File: src/include/imbe_params.svh
`ifndef IMBE_PARAMS_SVH
`define IMBE_PARAMS_SVH
`define IMBE_CLK_HZ 20000000
`define IMBE_INSTR_CYCLE_NS 200
`define IMBE_CLK_NS 50
`define IMBE_WRITE_COLLISION_FLAG_WIN_CYC ((2 * `IMBE_INSTR_CYCLE_NS) / `IMBE_CLK_NS)
`define IMBE_RELOAD_W 7
`define IMBE_RESET_RELOAD 7'h09
`define IMBE_BITS 8
`endif

File: src/include/imbe_pkg.sv
package imbe_pkg;
  typedef enum logic [4:0] {
    IMBE_IDLE = 5'b0_0001,
    IMBE_LOW = 5'b0_0010,
    IMBE_HIGH = 5'b0_0100,
    IMBE_HOLD = 5'b0_1000,
    IMBE_DONE = 5'b1_0000
  } imbe_state_t;
  typedef enum logic [1:0] {
    IMBE_OP_TX = 2'h0,
    IMBE_OP_RX = 2'h1,
    IMBE_OP_ACK = 2'h2
  } imbe_op_t;
endpackage : imbe_pkg

File: src/design/imbe_engine.sv
`timescale 1ns/1ns
`default_nettype none
`include "imbe_params.svh"
module imbe_engine #(
  parameter int RW = `IMBE_RELOAD_W,
  parameter int WRITE_COLLISION_FLAG_WIN = `IMBE_WRITE_COLLISION_FLAG_WIN_CYC
) (
  input wire logic core_clk_i,
  input wire logic rst_i,
  input wire logic buf_wr_i,
  input wire logic [7:0] buf_wdata_i,
  input wire logic buf_rd_i,
  input wire logic receive_enable_set_i,
  input wire logic ack_sequence_set_i,
  input wire logic ack_data_bit_i,
  input wire logic write_collision_flag_clr_i,
  input wire logic ovf_clr_i,
  input wire logic event_clr_i,
  input wire logic event_ie_i,
  input wire logic [RW-1:0] baud_reload_field_i,
  input wire logic scl_i,
  input wire logic sda_i,
  output logic scl_o,
  output logic scl_oe_o,
  output logic sda_o,
  output logic sda_oe_o,
  output logic [7:0] tx_rx_buffer_o,
  output logic buffer_full_flag_o,
  output logic ack_status_o,
  output logic write_collision_flag_o,
  output logic receive_overflow_flag_o,
  output logic receive_enable_bit_o,
  output logic ack_sequence_enable_o,
  output logic serial_event_flag_o,
  output logic irq_o
);
  imbe_pkg::imbe_state_t st_q;
  imbe_pkg::imbe_op_t op_q;
  logic [7:0] shift_register_q;
  logic [3:0] bit_q;
  logic [7:0] win_q;
  logic [2:0] sda_s_q;
  logic tick;
  logic run;
  logic busy;
  logic last_bit;
  logic sda_smp;
  logic sda_f_q;

  // Three-stage pin sampler; only stages two and three are read.
  always_ff @(posedge core_clk_i)
  begin
    if (rst_i)
      sda_s_q <= 3'h7;
    else
      sda_s_q <= {sda_s_q[1:0], sda_i};
  end
  always_ff @(posedge core_clk_i)
  begin
    if (rst_i || sda_s_q[1] == sda_s_q[2])
      sda_f_q <= rst_i || sda_s_q[2];
  end
  assign sda_smp = sda_f_q;

  assign run = (st_q == imbe_pkg::IMBE_LOW) || (st_q == imbe_pkg::IMBE_HIGH);
  assign busy = (st_q != imbe_pkg::IMBE_IDLE) && (st_q != imbe_pkg::IMBE_HOLD);
  assign last_bit = (op_q == imbe_pkg::IMBE_OP_TX) ? (bit_q == 4'h8)
                  : (op_q == imbe_pkg::IMBE_OP_RX) ? (bit_q == 4'h7)
                  : (bit_q == 4'h0);

  imbe_baud_gen #(
    .RW(RW)
  ) u_baud (
    .core_clk_i(core_clk_i),
    .rst_i(rst_i),
    .run_i(run),
    .reload_i(baud_reload_field_i),
    .tick_o(tick)
  );

  // Bit sequencer: low half then high half, one baud period each.
  always_ff @(posedge core_clk_i)
  begin
    if (rst_i)
    begin
      st_q <= imbe_pkg::IMBE_IDLE;
      op_q <= imbe_pkg::IMBE_OP_TX;
      bit_q <= 4'h0;
      scl_oe_o <= 1'b0;
      sda_oe_o <= 1'b0;
    end
    else
    begin
      unique case (st_q)
        imbe_pkg::IMBE_IDLE, imbe_pkg::IMBE_HOLD:
        begin
          if (buf_wr_i && !busy)
          begin
            st_q <= imbe_pkg::IMBE_LOW;
            op_q <= imbe_pkg::IMBE_OP_TX;
            bit_q <= 4'h0;
            scl_oe_o <= 1'b1;
            sda_oe_o <= !buf_wdata_i[7];
          end
          else if (buf_wr_i && st_q == imbe_pkg::IMBE_HOLD)
          begin
            st_q <= imbe_pkg::IMBE_LOW;
            op_q <= imbe_pkg::IMBE_OP_TX;
            bit_q <= 4'h0;
            sda_oe_o <= !buf_wdata_i[7];
          end
          else if (receive_enable_set_i && !busy)
          begin
            st_q <= imbe_pkg::IMBE_LOW;
            op_q <= imbe_pkg::IMBE_OP_RX;
            bit_q <= 4'h0;
            scl_oe_o <= 1'b1;
            sda_oe_o <= 1'b0;
          end
          else if (ack_sequence_set_i && !busy)
          begin
            st_q <= imbe_pkg::IMBE_LOW;
            op_q <= imbe_pkg::IMBE_OP_ACK;
            bit_q <= 4'h0;
            scl_oe_o <= 1'b1;
            sda_oe_o <= !ack_data_bit_i;
          end
        end
        imbe_pkg::IMBE_LOW:
          if (tick)
          begin
            st_q <= imbe_pkg::IMBE_HIGH;
            scl_oe_o <= 1'b0;
          end
        imbe_pkg::IMBE_HIGH:
          if (tick)
          begin
            scl_oe_o <= 1'b1;
            bit_q <= bit_q + 4'h1;
            if (last_bit)
            begin
              st_q <= imbe_pkg::IMBE_DONE;
              if (op_q != imbe_pkg::IMBE_OP_TX)
                sda_oe_o <= 1'b0;
            end
            else
            begin
              st_q <= imbe_pkg::IMBE_LOW;
              if (op_q == imbe_pkg::IMBE_OP_TX && bit_q < 4'h7)
                sda_oe_o <= !tx_rx_buffer_o[3'd6 - bit_q[2:0]];
              else
                sda_oe_o <= 1'b0;
            end
          end
        imbe_pkg::IMBE_DONE:
          st_q <= (op_q == imbe_pkg::IMBE_OP_TX) ? imbe_pkg::IMBE_HOLD
                                                 : imbe_pkg::IMBE_IDLE;
        default:
          st_q <= imbe_pkg::IMBE_IDLE;
      endcase
    end
  end

  // Open-drain pins only ever drive low.
  always_ff @(posedge core_clk_i)
  begin
    scl_o <= 1'b0;
    sda_o <= 1'b0;
  end

  // Shift register samples SDA at the end of each high half.
  always_ff @(posedge core_clk_i)
  begin
    if (rst_i)
      shift_register_q <= 8'h00;
    else if (st_q == imbe_pkg::IMBE_HIGH && tick)
      shift_register_q <= {shift_register_q[6:0], sda_smp};
  end

  // Acknowledge status from the ninth clock of a transmit.
  always_ff @(posedge core_clk_i)
  begin
    if (rst_i)
      ack_status_o <= 1'b0;
    else if (st_q == imbe_pkg::IMBE_HIGH && tick &&
             op_q == imbe_pkg::IMBE_OP_TX && bit_q == 4'h8)
      ack_status_o <= sda_smp;
  end

  // Collision window after an accepted buffer write.
  always_ff @(posedge core_clk_i)
  begin
    if (rst_i)
      win_q <= 8'h00;
    else if (buf_wr_i && !busy)
      win_q <= 8'(WRITE_COLLISION_FLAG_WIN);
    else if (win_q != 8'h00)
      win_q <= win_q - 8'h01;
  end

  // Buffer contents.
  always_ff @(posedge core_clk_i)
  begin
    if (rst_i)
      tx_rx_buffer_o <= 8'h00;
    else if (st_q == imbe_pkg::IMBE_DONE && op_q == imbe_pkg::IMBE_OP_RX)
      tx_rx_buffer_o <= shift_register_q;
    else if (buf_wr_i && (!busy || st_q == imbe_pkg::IMBE_HOLD))
      tx_rx_buffer_o <= buf_wdata_i;
    else if (buf_wr_i && op_q == imbe_pkg::IMBE_OP_TX && win_q != 8'h00)
      tx_rx_buffer_o <= buf_wdata_i;
  end

  // Buffer-full flag.
  always_ff @(posedge core_clk_i)
  begin
    if (rst_i)
      buffer_full_flag_o <= 1'b0;
    else if (st_q == imbe_pkg::IMBE_DONE && op_q == imbe_pkg::IMBE_OP_RX)
      buffer_full_flag_o <= 1'b1;
    else if (buf_wr_i && (!busy || st_q == imbe_pkg::IMBE_HOLD))
      buffer_full_flag_o <= 1'b1;
    else if (st_q == imbe_pkg::IMBE_HIGH && tick &&
             op_q == imbe_pkg::IMBE_OP_TX && bit_q == 4'h7)
      buffer_full_flag_o <= 1'b0;
    else if (buf_rd_i && op_q != imbe_pkg::IMBE_OP_TX)
      buffer_full_flag_o <= 1'b0;
  end

  // Write collision flag; set wins over software clear.
  always_ff @(posedge core_clk_i)
  begin
    if (rst_i)
      write_collision_flag_o <= 1'b0;
    else if (buf_wr_i && busy && st_q != imbe_pkg::IMBE_HOLD)
      write_collision_flag_o <= 1'b1;
    else if (write_collision_flag_clr_i)
      write_collision_flag_o <= 1'b0;
  end

  // Receive overflow flag.
  always_ff @(posedge core_clk_i)
  begin
    if (rst_i)
      receive_overflow_flag_o <= 1'b0;
    else if (st_q == imbe_pkg::IMBE_DONE && op_q == imbe_pkg::IMBE_OP_RX &&
             buffer_full_flag_o)
      receive_overflow_flag_o <= 1'b1;
    else if (ovf_clr_i)
      receive_overflow_flag_o <= 1'b0;
  end

  // Receive and acknowledge enables clear themselves when done.
  always_ff @(posedge core_clk_i)
  begin
    if (rst_i)
    begin
      receive_enable_bit_o <= 1'b0;
      ack_sequence_enable_o <= 1'b0;
    end
    else
    begin
      if (receive_enable_set_i && !busy && !buf_wr_i)
        receive_enable_bit_o <= 1'b1;
      else if (st_q == imbe_pkg::IMBE_DONE)
        receive_enable_bit_o <= 1'b0;
      if (ack_sequence_set_i && !busy && !buf_wr_i && !receive_enable_set_i)
        ack_sequence_enable_o <= 1'b1;
      else if (st_q == imbe_pkg::IMBE_DONE)
        ack_sequence_enable_o <= 1'b0;
    end
  end

  // Serial event flag and interrupt request.
  always_ff @(posedge core_clk_i)
  begin
    if (rst_i)
    begin
      serial_event_flag_o <= 1'b0;
      irq_o <= 1'b0;
    end
    else
    begin
      if (st_q == imbe_pkg::IMBE_DONE)
        serial_event_flag_o <= 1'b1;
      else if (event_clr_i)
        serial_event_flag_o <= 1'b0;
      irq_o <= event_ie_i && (serial_event_flag_o ||
               st_q == imbe_pkg::IMBE_DONE);
    end
  end
endmodule : imbe_engine
`default_nettype wire

File: src/design/imbe_baud_gen.sv
`timescale 1ns/1ns
`default_nettype none
`include "imbe_params.svh"
module imbe_baud_gen #(
  parameter int RW = `IMBE_RELOAD_W
) (
  input wire logic core_clk_i,
  input wire logic rst_i,
  input wire logic run_i,
  input wire logic [RW-1:0] reload_i,
  output logic tick_o
);
  logic [RW-1:0] cnt_q;
  // Counts down and reloads from the reload field on each rollover.
  always_ff @(posedge core_clk_i)
  begin
    if (rst_i || !run_i)
    begin
      cnt_q <= reload_i;
      tick_o <= 1'b0;
    end
    else if (cnt_q == '0)
    begin
      cnt_q <= reload_i;
      tick_o <= 1'b1;
    end
    else
    begin
      cnt_q <= cnt_q - 1'b1;
      tick_o <= 1'b0;
    end
  end
endmodule : imbe_baud_gen
`default_nettype wire

File: config.mk
export PLATFORM = sky130hd
export DESIGN_NAME = imbe_engine
export DESIGN_NICKNAME = d
export VERILOG_FILES = /design/src/include/imbe_pkg.sv /design/src/design/imbe_engine.sv /design/src/design/imbe_baud_gen.sv
export VERILOG_INCLUDE_DIRS = /design/src /design/src/include
export SDC_FILE = /design/constraint.sdc
export NUM_CORES = 1
export LEC_CHECK = 0
export BUFFER_PORTS_ARGS = -buffer_cell sky130_fd_sc_hd__buf_2
export CORE_AREA = 2 2 55 109
export DETAILED_ROUTE_END_ITERATION = 8
export DIE_AREA = 0 0 57 111
export PLACE_DENSITY = 0.74
export SETUP_SLACK_MARGIN = 0.05
export SYNTH_ARGS = -nofsm -noshare
export SYNTH_HDL_FRONTEND = slang
export SYNTH_HIERARCHICAL = 1
export SYNTH_SLANG_ARGS = --single-unit
File: constraint.sdc
create_clock -name core_clk_i -period 1.9 [get_ports core_clk_i]
set_input_delay 0.285 -clock core_clk_i [delete_from_list [all_inputs] [get_ports core_clk_i]]
set_output_delay 0.285 -clock core_clk_i [all_outputs]
set_load 0.005 [all_outputs]
==> results of run 1 <==
layout make-up:
class	count	area, um2	share of cell area (%)
clock buffers	11	242.7	7.140
clock inverters	5	102.6	3.018
inverters	12	45.04	1.325
multi-input cells	220	1431	42.11
flip-flops and latches	57	1156	34.01
well taps	61	76.32	2.245
repair buffers	59	345.3	10.16
per-stage QoR:
step	TNS, ns	setup slack (ns)
after global routing	0	0.04009
after CTS	0	0.07738
after global placement	0	0.05059
final	0	0.1082
after floorplan	0	0.07732
after detailed placement	-0.005476	-0.003962
repair_timing:
item	4_1_cts	5_1_grt
cloned	0	0
resized for setup	1	6
pin swaps	0	1
hold endpoints to repair	0	0
hold buffers	0	0
setup endpoints to repair	4	16
setup buffers	0	1
sequential cells by signal, summed over array words and instances, names as in the netlist, 2 cells and up:
name and cells:
u_baud/cnt_q 7, win_q 8, st_q 5, bit_q 4, shift_register_q 8, tx_rx_buffer_o 8, sda_s_q 3, op_q 2
cells in the mapped netlist, drive strengths merged, types with 5 or more instances:
cell / instances
o21ai: 13
nor2: 28
nor2b: 5
or2: 5
nor3: 10
nand2b: 8
dfxtp: 56
clkbuf: 7
inv: 12
ha: 7
xor2: 9
nor4: 5
a21oi: 22
mux2i: 11
buf: 5
nand3: 6
nand2: 38
a211oi: 6
xnor2: 5
power by group:
part	switching, W	internal, W	total, W	leakage [nW]
combinational	0.000728	0.000705	0.00143	0.816
clock	0.000539	0.00131	0.00185	0.166
sequential	0.000178	0.00141	0.00158	0.469
cells by family after synthesis:
| group | Yosys count |
|---|---|
| simple gates | 118 |
| mux | 17 |
| buf+inv | 24 |
| other cells | 1 |
| flops | 57 |
| compound gates | 62 |
| fa+ha+maj | 7 |
| xor+xnor | 14 |
cell usage in the layout, fill, tap and decap left out, types with 2 or more instances in the layout:
master	instances
nand2_1	38
or2_2	5
nor2_1	28
a22oi_1	3
nand3_1	6
nor2b_1	5
nand4_1	2
a211oi_1	6
buf_2	44
clkbuf_16	9
nor3_1	10
bufinv_16	3
ha_1	7
mux2i_1	10
mux4_2	2
or4_4	2
dfxtp_1	52
nand2b_1	8
o22ai_1	3
mux2_2	3
conb_1	2
nor4_2	3
a21oi_1	21
and3_1	2
xnor2_1	5
or3_1	2
inv_1	12
dfxtp_2	4
nor4_1	2
buf_4	14
o21ai_0	12
xor2_1	9
o211a_1	2
layer usage:
| layer | share of wire, % | wire length [um] |
|---|---|---|
| met4 | 2.2 | 133 |
| met2 | 51 | 3176 |
| met5 | 0 | 0 |
| met1 | 41 | 2555 |
| met3 | 5.1 | 316 |
worst max-delay path by stage:
stage | depth (start not counted) | to | startpoint
after floorplan | 6 | u_baud/cnt_q[0]$_DFF_P_ | st_q[3]$_SDFFE_PP0P_
after global placement | 6 | u_baud/cnt_q[2]$_DFF_P_ | st_q[3]$_SDFFE_PP0P_
after detailed placement | 6 | u_baud/cnt_q[3]$_DFF_P_ | st_q[3]$_SDFFE_PP0P_
after CTS | 5 | sda_oe_o$_SDFFE_PP0P_ | st_q[3]$_SDFFE_PP0P_
after global routing | 6 | u_baud/cnt_q[3]$_DFF_P_ | st_q[3]$_SDFFE_PP0P_
final | 6 | u_baud/cnt_q[3]$_DFF_P_ | st_q[3]$_SDFFE_PP0P_
worst max-delay path, stage by stage, from the launching register on:
cell,delay [ns]
dfxtp_2,0.34
or3_4,0.40
a21o_1,0.17
inv_1,0.07
nand2b_1,0.10
a21oi_2,0.23
mux2_2,0.36
==> metrics.txt, run 1 <==
met1 Use GR=24.42%; worst hold slack=0.1374 ns; Synth area leaders=dfxtp_1 (42%), nand2_1 (5.3%), a21oi_1 (4.1%); Post-Synth XOR/XNOR Area=4.594%; syn avg cell area=8.896 um2; area leader, netlist=dfxtp_1; Hold Vio Cnt, Final=0; clock buffer depth=2; first-pass GRT wire length=10320 um; DP Area=3018 um2; core area=5563 um2; FF-to-FF Start=st_q[3]$_SDFFE_PP0P_; mux cell area share after synthesis=7.501%; share of cells above drive strength 1=27.20%; RSZ-0062 raised after global routing=yes; Post-DP HPWL=4423 um; EDFF count, synth=1; DRT Pass-1 Iters=6; Async SR Flop Fraction=0%; H-tree Lvls=3; R2R cell count=6; R2R setup slack=0.11 ns; DR iter-0 viols=99; critical path capture point type=register; fin area=3400 um2; Setup-failing EPs final=0; post-layout minimum cycle time=1.792 ns; Final Core Density=61.11%; Post-Synth Simple-Gate Area=22.03%; Worst EP required=2.11 ns; drc violations=0; Crit path arrival time=2.00 ns; largest net degree at the start of global routing=19; Lkg Pwr=1.450 nW; Netlist cell types=55; Peak VDD IR=1176 uV; # diodes=0; Area Overhead vs Synth=27.38%; register area share after synthesis=43.13%; Synth Warn #=6; CTS tree=done; CTS Buf Count=9; Mapped Area=2669 um2; WS Path Type=register to register; Max Cap Violations=0; Vias=2320; Syn Inst Count=300; Final #Nets=394; worst reg2reg endpoint=u_baud/cnt_q[3]$_DFF_P_; flops & latches, synth=57; Initial Util=47.98%; Synth top area share=42.01%; Hold Path Stages=2; Adder-Cell Fraction of Synth Area=3.282%; Tcrit/Tclk final=94.30%; outcome=complete, no violations; worst-skew pair later-pin latency=0.33 ns; initial antenna violation count=0; # rows=39; GRT overflow=0; placed insts=408; die footprint=6327 um2; worst min-delay path startpoint=sda_i; compound-cell area share of the yosys netlist=15.38%; Worst Setup Start Kind=register; worst clock skew=0.003915 ns; GR Util All Layers=20.77%; fmax=0.5581 GHz; routability cong.=0.9148; clk sinks=57; Die Y=111 um; Root Buffer=clkbuf_16; WL/cell=14.54 um; Power per Cell Area=1431 nW/um2; Crit Path Max Fanout=5; final cell count without fillers=425; largest family of logic cells by synthesized area=simple AND/OR/NAND/NOR gates; predominant post-synthesis flop cell=dfxtp_1; number of global-route vias before repair=2324; Final Power=0.004866 W; met2 GRT Util=33.03%; DRT Wirelength=6181 um; DRT antenna net count=0; Final Max Tran Viols=0; IO Pins=48; DR vias/cell=5.459; busiest grt layer=met2; Port Buffers=44; hold endpoint=sda_s_q[0]$_SDFF_PP1_; FILL cells=474; Worst-path clk slew=0.05 ns; chip width=57 um; Hold Path Class=input pin to register; met3 usage=4.901%
Note: power is estimated with default switching activity, not from simulation.
==> inputs of run 2 (changes only) <==
- BUFFER_PORTS_ARGS: -buffer_cell sky130_fd_sc_hd__buf_2 -> -buffer_cell sky130_fd_sc_hd__buf_4
- CTS_BUF_LIST: unset -> sky130_fd_sc_hd__clkbuf_4
==> metrics.txt, run 2 (synthesized netlist as in run 1, its figures left out) <==
Hold Vio Cnt, Final=0 (unchanged); critical path capture point type=register (unchanged); crit path from=st_q[3]$_SDFFE_PP0P_ (unchanged); Peak VDD IR=1147 uV (was 1176 uV); Rel. slew slack=65.84%; most frequent cells in the layout=buf_4 (56), dfxtp_1 (52), nand2_1 (38) (was dfxtp_1 (52), buf_2 (44), nand2_1 (38)); fmax=0.5607 GHz (was 0.5581 GHz); chip width=57 um (unchanged); # rows=39 (unchanged); worst min-delay path startpoint=sda_i (unchanged); Vias=2350 (was 2320); Setup-failing EPs final=0 (unchanged); post-layout minimum cycle time=1.783 ns (was 1.792 ns); CTS tree=done (unchanged); worst clock skew=0.009146 ns (was 0.003915 ns); Hold Path Class=input pin to register (unchanged); GR Util All Layers=20.37% (was 20.77%); Lkg Pwr=1.410 nW (was 1.450 nW); P_sw=0.001377 W (was 0.001444 W); Die Y=111 um (unchanged); biggest regs=shift_register_q: 8 flops, tx_rx_buffer_o: 8 flops, win_q: 8 flops (unchanged); R2R setup slack=0.12 ns (was 0.11 ns); GRT overflow=0 (unchanged); most common cell after layout, fill and taps aside=buf_4 (was dfxtp_1); DR iter-0 viols=109 (was 99); Root Buffer=clkbuf_4 (was clkbuf_16); P_int=0.002954 W (was 0.003422 W); # diodes=0 (unchanged); worst-skew pair later-pin latency=0.42 ns (was 0.33 ns); Worst EP required=2.21 ns (was 2.11 ns); Sw Share=31.80% (was 29.68%); DRT Pass-1 Iters=4 (was 6); fin worst setup slack=0.1166 ns (was 0.1082 ns); DRT antenna net count=0 (unchanged); Seq pwr share=36.7% (was 32.5%); Final Core Density=60.46% (was 61.11%); Tightest Pin Transition=0.5082 ns; core area=5563 um2 (unchanged); number of global-route vias before repair=2357 (was 2324); Final #Nets=392 (was 394); WS Path Type=register to register (unchanged); Post-DP HPWL=4433 um (was 4423 um); DRT Wirelength=6157 um (was 6181 um); Crit Path Max Fanout=5 (unchanged); FILL cells=498 (was 474); H-tree Lvls=3 (unchanged); CTS Buf Count=9 (unchanged); DR vias/cell=5.556 (was 5.459); hold_buf cts=0 (unchanged); routability cong.=0.9219 (was 0.9148); Worst-path clk slew=0.10 ns (was 0.05 ns); Max Cap Violations=0 (unchanged); Storage cell area=1156 um2 (unchanged); Tcrit/Tclk final=93.86% (was 94.30%); clk sinks=57 (unchanged); Combinational Power Share=34.7% (was 29.4%); Final Max Tran Viols=0 (unchanged); largest net degree at the start of global routing=24 (was 19); outcome=complete, no violations (unchanged); Power per Cell Area=1288 nW/um2 (was 1431 nW/um2); Crit path arrival time=2.10 ns (was 2.00 ns); multi-input logic area=1445 um2 (was 1431 um2); Final Power=0.004332 W (was 0.004866 W); first-pass GRT wire length=10380 um (was 10320 um); share of cells above drive strength 1=26.80% (was 27.20%); IO Pins=48 (unchanged); drc violations=0 (unchanged); Port Buffers=44 (unchanged); WL/cell=14.56 um (was 14.54 um); FF-to-FF Start=st_q[3]$_SDFFE_PP0P_ (unchanged); die footprint=6327 um2 (unchanged); final cell count without fillers=423 (was 425); initial antenna violation count=0 (unchanged); RSZ-0062 raised after global routing=yes (unchanged); Initial Util=47.98% (unchanged); Area Overhead vs Synth=26.02% (was 27.38%); placed insts=406 (was 408); clock buffer depth=2 (unchanged); Clk pwr share=28.6% (was 38.0%); dpl ws=-0.01883 ns (was -0.003962 ns); Worst Setup Start Kind=register (unchanged)
run 2: cell types whose count changed in the layout (fill, tap and decap cells not counted), moves of 2 or more:
cell,before,now
clkbuf_16,9,0
clkbuf_4,0,9
buf_2,44,0
clkinv_1,0,2
buf_4,14,56
run 2: cell type report:
| cell class | count | share of cell area [%] |
|---|---|---|
| Sequential cell | 57 | 34.37 |
| Multi-Input combinational cell | 220 | 42.97 |
| Timing Repair Buffer | 57 | 13.10 |
| Clock buffer | 9 | 2.009 |
| Tap cell | 61 | 2.269 |
| Clock inverter | 7 | 3.943 |
| Inverter | 12 | 1.339 |
run 2: layer usage:
metal  global-route usage [%]  wire length, um  vias to the layer above
li1                         -                -                     1164
met1                    24.85             2596                     1098
met2                    32.64             3089                       74
met3                    5.951              325                       14
met4                    8.837              145                        0
met5                        0                0                        -
run 2: path summary, 6_finish.rpt:
check | cells after the start | to
worst min-delay path | 2 | sda_s_q[0]$_SDFF_PP1_
worst min register to register | 1 | sda_s_q[1]$_SDFF_PP1_
worst max-delay path | 6 | u_baud/cnt_q[4]$_DFF_P_
worst max register to register | 6 | u_baud/cnt_q[4]$_DFF_P_
run 2: power groups by stage:
stage / combinational, W / clock [W] / sequential [W]
after floorplan: 0.000953 / 0 / 0.00158
after global routing: 0.00166 / 0.00131 / 0.00162
final: 0.00150 / 0.00124 / 0.00159
after CTS: 0.00142 / 0.00126 / 0.00158
after global placement: 0.00135 / 0 / 0.00159
after detailed placement: 0.00140 / 0 / 0.00161
run 2: repair_timing:
item                                    in CTS  in global routing
pin swaps                                    0                  1
endpoints found under the setup margin       3                 15
buffers inserted                             0                  1
resized for setup                            2                  7
run 2: metrics by stage:
stage	area, um2	setup TNS, ns	hold WS (ns)
after floorplan	2676	0	0.3888
after global routing	3363	0	0.02521
final	3363	0	0.03836
after CTS	3318	0	0.03179
after detailed placement	3113	-0.04620	0.4086
after global placement	3113	0	0.4052
run 2: critical path, stage by stage (launching register included):
cell,delay (ns)
dfxtp_2,0.36
or3_4,0.40
a21o_1,0.18
inv_1,0.07
nand2b_1,0.12
a21oi_4,0.19
mux2_2,0.35
==> inputs of run 3 (changes only) <==
- PLACE_DENSITY: 0.74 -> 0.71
- clock period: 1.9 -> 2 ns (I/O delays scaled with it)
==> metrics.txt, run 3 (synthesized netlist as in run 1, its figures left out) <==
outcome=complete, no violations (unchanged); Area Overhead vs Synth=24.71% (was 26.02%); Post-DP HPWL=4299 um (was 4433 um); GR Util All Layers=19.64% (was 20.37%); Worst-path clk slew=0.10 ns (about the same); Die Y=111 um (unchanged); met1 Use GR=24.13% (was 24.85%); clk sinks=57 (unchanged); Tcrit/Tclk final=92.69% (was 93.86%); Tightest Pin Transition=0.5242 ns (was 0.5082 ns); clock buffer depth=2 (unchanged); critical-path cell list=or3_2 -> a21o_1 -> inv_2 -> nand2b_4 -> a21oi_4 -> mux2_2 (was or3_4 -> a21o_1 -> inv_1 -> nand2b_1 -> a21oi_4 -> mux2_2); fmax=0.5394 GHz (was 0.5607 GHz); R2R setup slack=0.15 ns (was 0.12 ns); Rel. slew slack=64.76% (was 65.84%); largest net degree at the start of global routing=21 (was 24); Hold Path Stages=2 (unchanged); multi-input logic area=1441 um2 (was 1445 um2); Setup-failing EPs final=0 (unchanged); FF-to-FF Start=st_q[0]$_SDFFE_PP1P_ (was st_q[3]$_SDFFE_PP0P_); IO Pins=48 (unchanged); R2R cell count=6 (unchanged); Final Max Tran Viols=0 (unchanged); core area=5563 um2 (unchanged); worst-skew pair later-pin latency=0.42 ns (about the same); DRT antenna net count=0 (unchanged); dpl ws=-0.01731 ns (was -0.01883 ns); WS Path Type=register to register (unchanged); Initial Util=47.98% (unchanged); Worst Setup Start Kind=register (unchanged); critical path capture point type=register (unchanged); fin worst setup slack=0.1462 ns (was 0.1166 ns); RSZ-0062 raised after global routing=no (was yes); CP top delay family=simple AND/OR/NAND/NOR gates (unchanged); routability cong.=0.9422 (was 0.9219); DR iter-0 viols=55 (was 109); H-tree Lvls=3 (unchanged); Final Power=0.003933 W (was 0.004332 W); Crit path arrival time=2.16 ns (was 2.10 ns); CTS Buf Count=9 (unchanged); CTS tree=done (unchanged); worst clock skew=0.01265 ns (was 0.009146 ns); setup_tns=0 ns (unchanged); most frequent cells in the layout=buf_4 (57), dfxtp_1 (56), nand2_1 (38) (was buf_4 (56), dfxtp_1 (52), nand2_1 (38)); # diodes=0 (unchanged); final cell count without fillers=423 (unchanged); FILL cells=511 (was 498); first-pass GRT wire length=9846 um (was 10380 um); Peak VDD IR=963.9 uV (was 1147 uV); met2 GRT Util=30.88% (was 32.64%); die footprint=6327 um2 (unchanged); post-layout minimum cycle time=1.854 ns (was 1.783 ns); worst min-delay path startpoint=sda_i (unchanged); WL/cell=13.67 um (was 14.56 um); met3 usage=5.134% (was 5.951%); worst reg2reg endpoint=u_baud/cnt_q[2]$_DFF_P_ (was u_baud/cnt_q[4]$_DFF_P_); Worst EP required=2.30 ns (was 2.21 ns); critical path buffer and inverter count=1 (unchanged); number of global-route vias before repair=2223 (was 2357); Storage cell area=1151 um2 (was 1156 um2); DRT Pass-1 Iters=4 (unchanged); DRT Wirelength=5781 um (was 6157 um); drc violations=0 (unchanged); critical path depth=6 (unchanged); # rows=39 (unchanged); placed insts=406 (unchanged); GRT overflow=0 (unchanged); hold endpoint=sda_s_q[0]$_SDFF_PP1_ (unchanged); worst hold slack=0.06203 ns (was 0.03836 ns); Root Buffer=clkbuf_4 (unchanged); chip width=57 um (unchanged); Hold Path Class=input pin to register (unchanged); Max Cap Violations=0 (unchanged); DR vias/cell=5.411 (was 5.556); Power per Cell Area=1182 nW/um2 (was 1288 nW/um2); Crit path largest cell delay=0.50 ns (was 0.40 ns); busiest grt layer=met2 (unchanged); Lkg Pwr=1.399 nW (was 1.410 nW); Final #Nets=392 (unchanged); most common cell after layout, fill and taps aside=buf_4 (unchanged); Vias=2289 (was 2350); share of cells above drive strength 1=26.24% (was 26.80%); biggest regs=shift_register_q: 8 flops, tx_rx_buffer_o: 8 flops, win_q: 8 flops (unchanged); Crit Path Max Fanout=5 (unchanged); Port Buffers=44 (unchanged); Slowest-stage cell, CP=or3_2 (was or3_4); Hold Vio Cnt, Final=0 (unchanged); initial antenna violation count=0 (unchanged)
[run 3: power by group]
part / total (W) / switching (W) / internal (W)
registers: 0.00150 / 0.000176 / 0.00133
logic: 0.00135 / 0.000676 / 0.000672
clock network: 0.00108 / 0.000449 / 0.000632
total: 0.00393 / 0.00130 / 0.00263
[run 3: cell type report]
cell class                      count  area share, %
Clock inverter                      7          3.571
Inverter                           12          1.353
Sequential cell                    57          34.59
Timing Repair Buffer               57          12.86
Multi-Input combinational cell    220          43.31
Tap cell                           61          2.293
Clock buffer                        9          2.030
[run 3: what timing repair did]
action                     4_1_cts  5_1_grt
hold buffers                     0        0
setup endpoints to repair        3        8
resized for setup                1        5
gates cloned                     0        0
setup buffers                    0        1
hold endpoints to repair         0        0
[run 3: per-layer routing]
layer / wire [um] / share of wire [%] / up-vias
met4: 142 / 2.5 / 0
met1: 2543 / 44 / 1057
met3: 273 / 4.7 / 11
li1: - / - / 1165
met5: 0 / 0 / -
met2: 2821 / 49 / 56
[run 3: how the worst max path moves through the flow]
stage / end / slack, ns / startpoint
finish: u_baud/cnt_q[2]$_DFF_P_ / 0.15 / st_q[0]$_SDFFE_PP1P_
global placement: u_baud/cnt_q[2]$_DFF_P_ / 0.04 / st_q[0]$_SDFFE_PP1P_
detailed placement: u_baud/cnt_q[2]$_DFF_P_ / -0.02 / st_q[0]$_SDFFE_PP1P_
floorplan: u_baud/cnt_q[2]$_DFF_P_ / 0.12 / st_q[3]$_SDFFE_PP0P_
CTS: u_baud/cnt_q[2]$_DFF_P_ / 0.07 / st_q[0]$_SDFFE_PP1P_
global route: tx_rx_buffer_o[3]$_SDFFE_PP0P_ / 0.06 / win_q[4]$_SDFFE_PP0P_
[run 3: per-stage QoR]
| stage | area [um2] | utilization (%) |
|---|---|---|
| 4_1_cts | 3299 | 59.31 |
| 2_1_floorplan | 2673 | - |
| 5_1_grt | 3328 | 59.83 |
| 3_5_place_dp | 3109 | 55.89 |
| 6_report | 3328 | 59.83 |
| 3_3_place_gp | 3109 | 55.89 |
[run 3: worst reg2reg max path, cell delays in order, from the launching register on]
cell and delay [ns]:
dfxtp_1 0.36, or3_2 0.50, a21o_1 0.22, inv_2 0.09, nand2b_4 0.07, a21oi_4 0.16
mux2_2 0.35
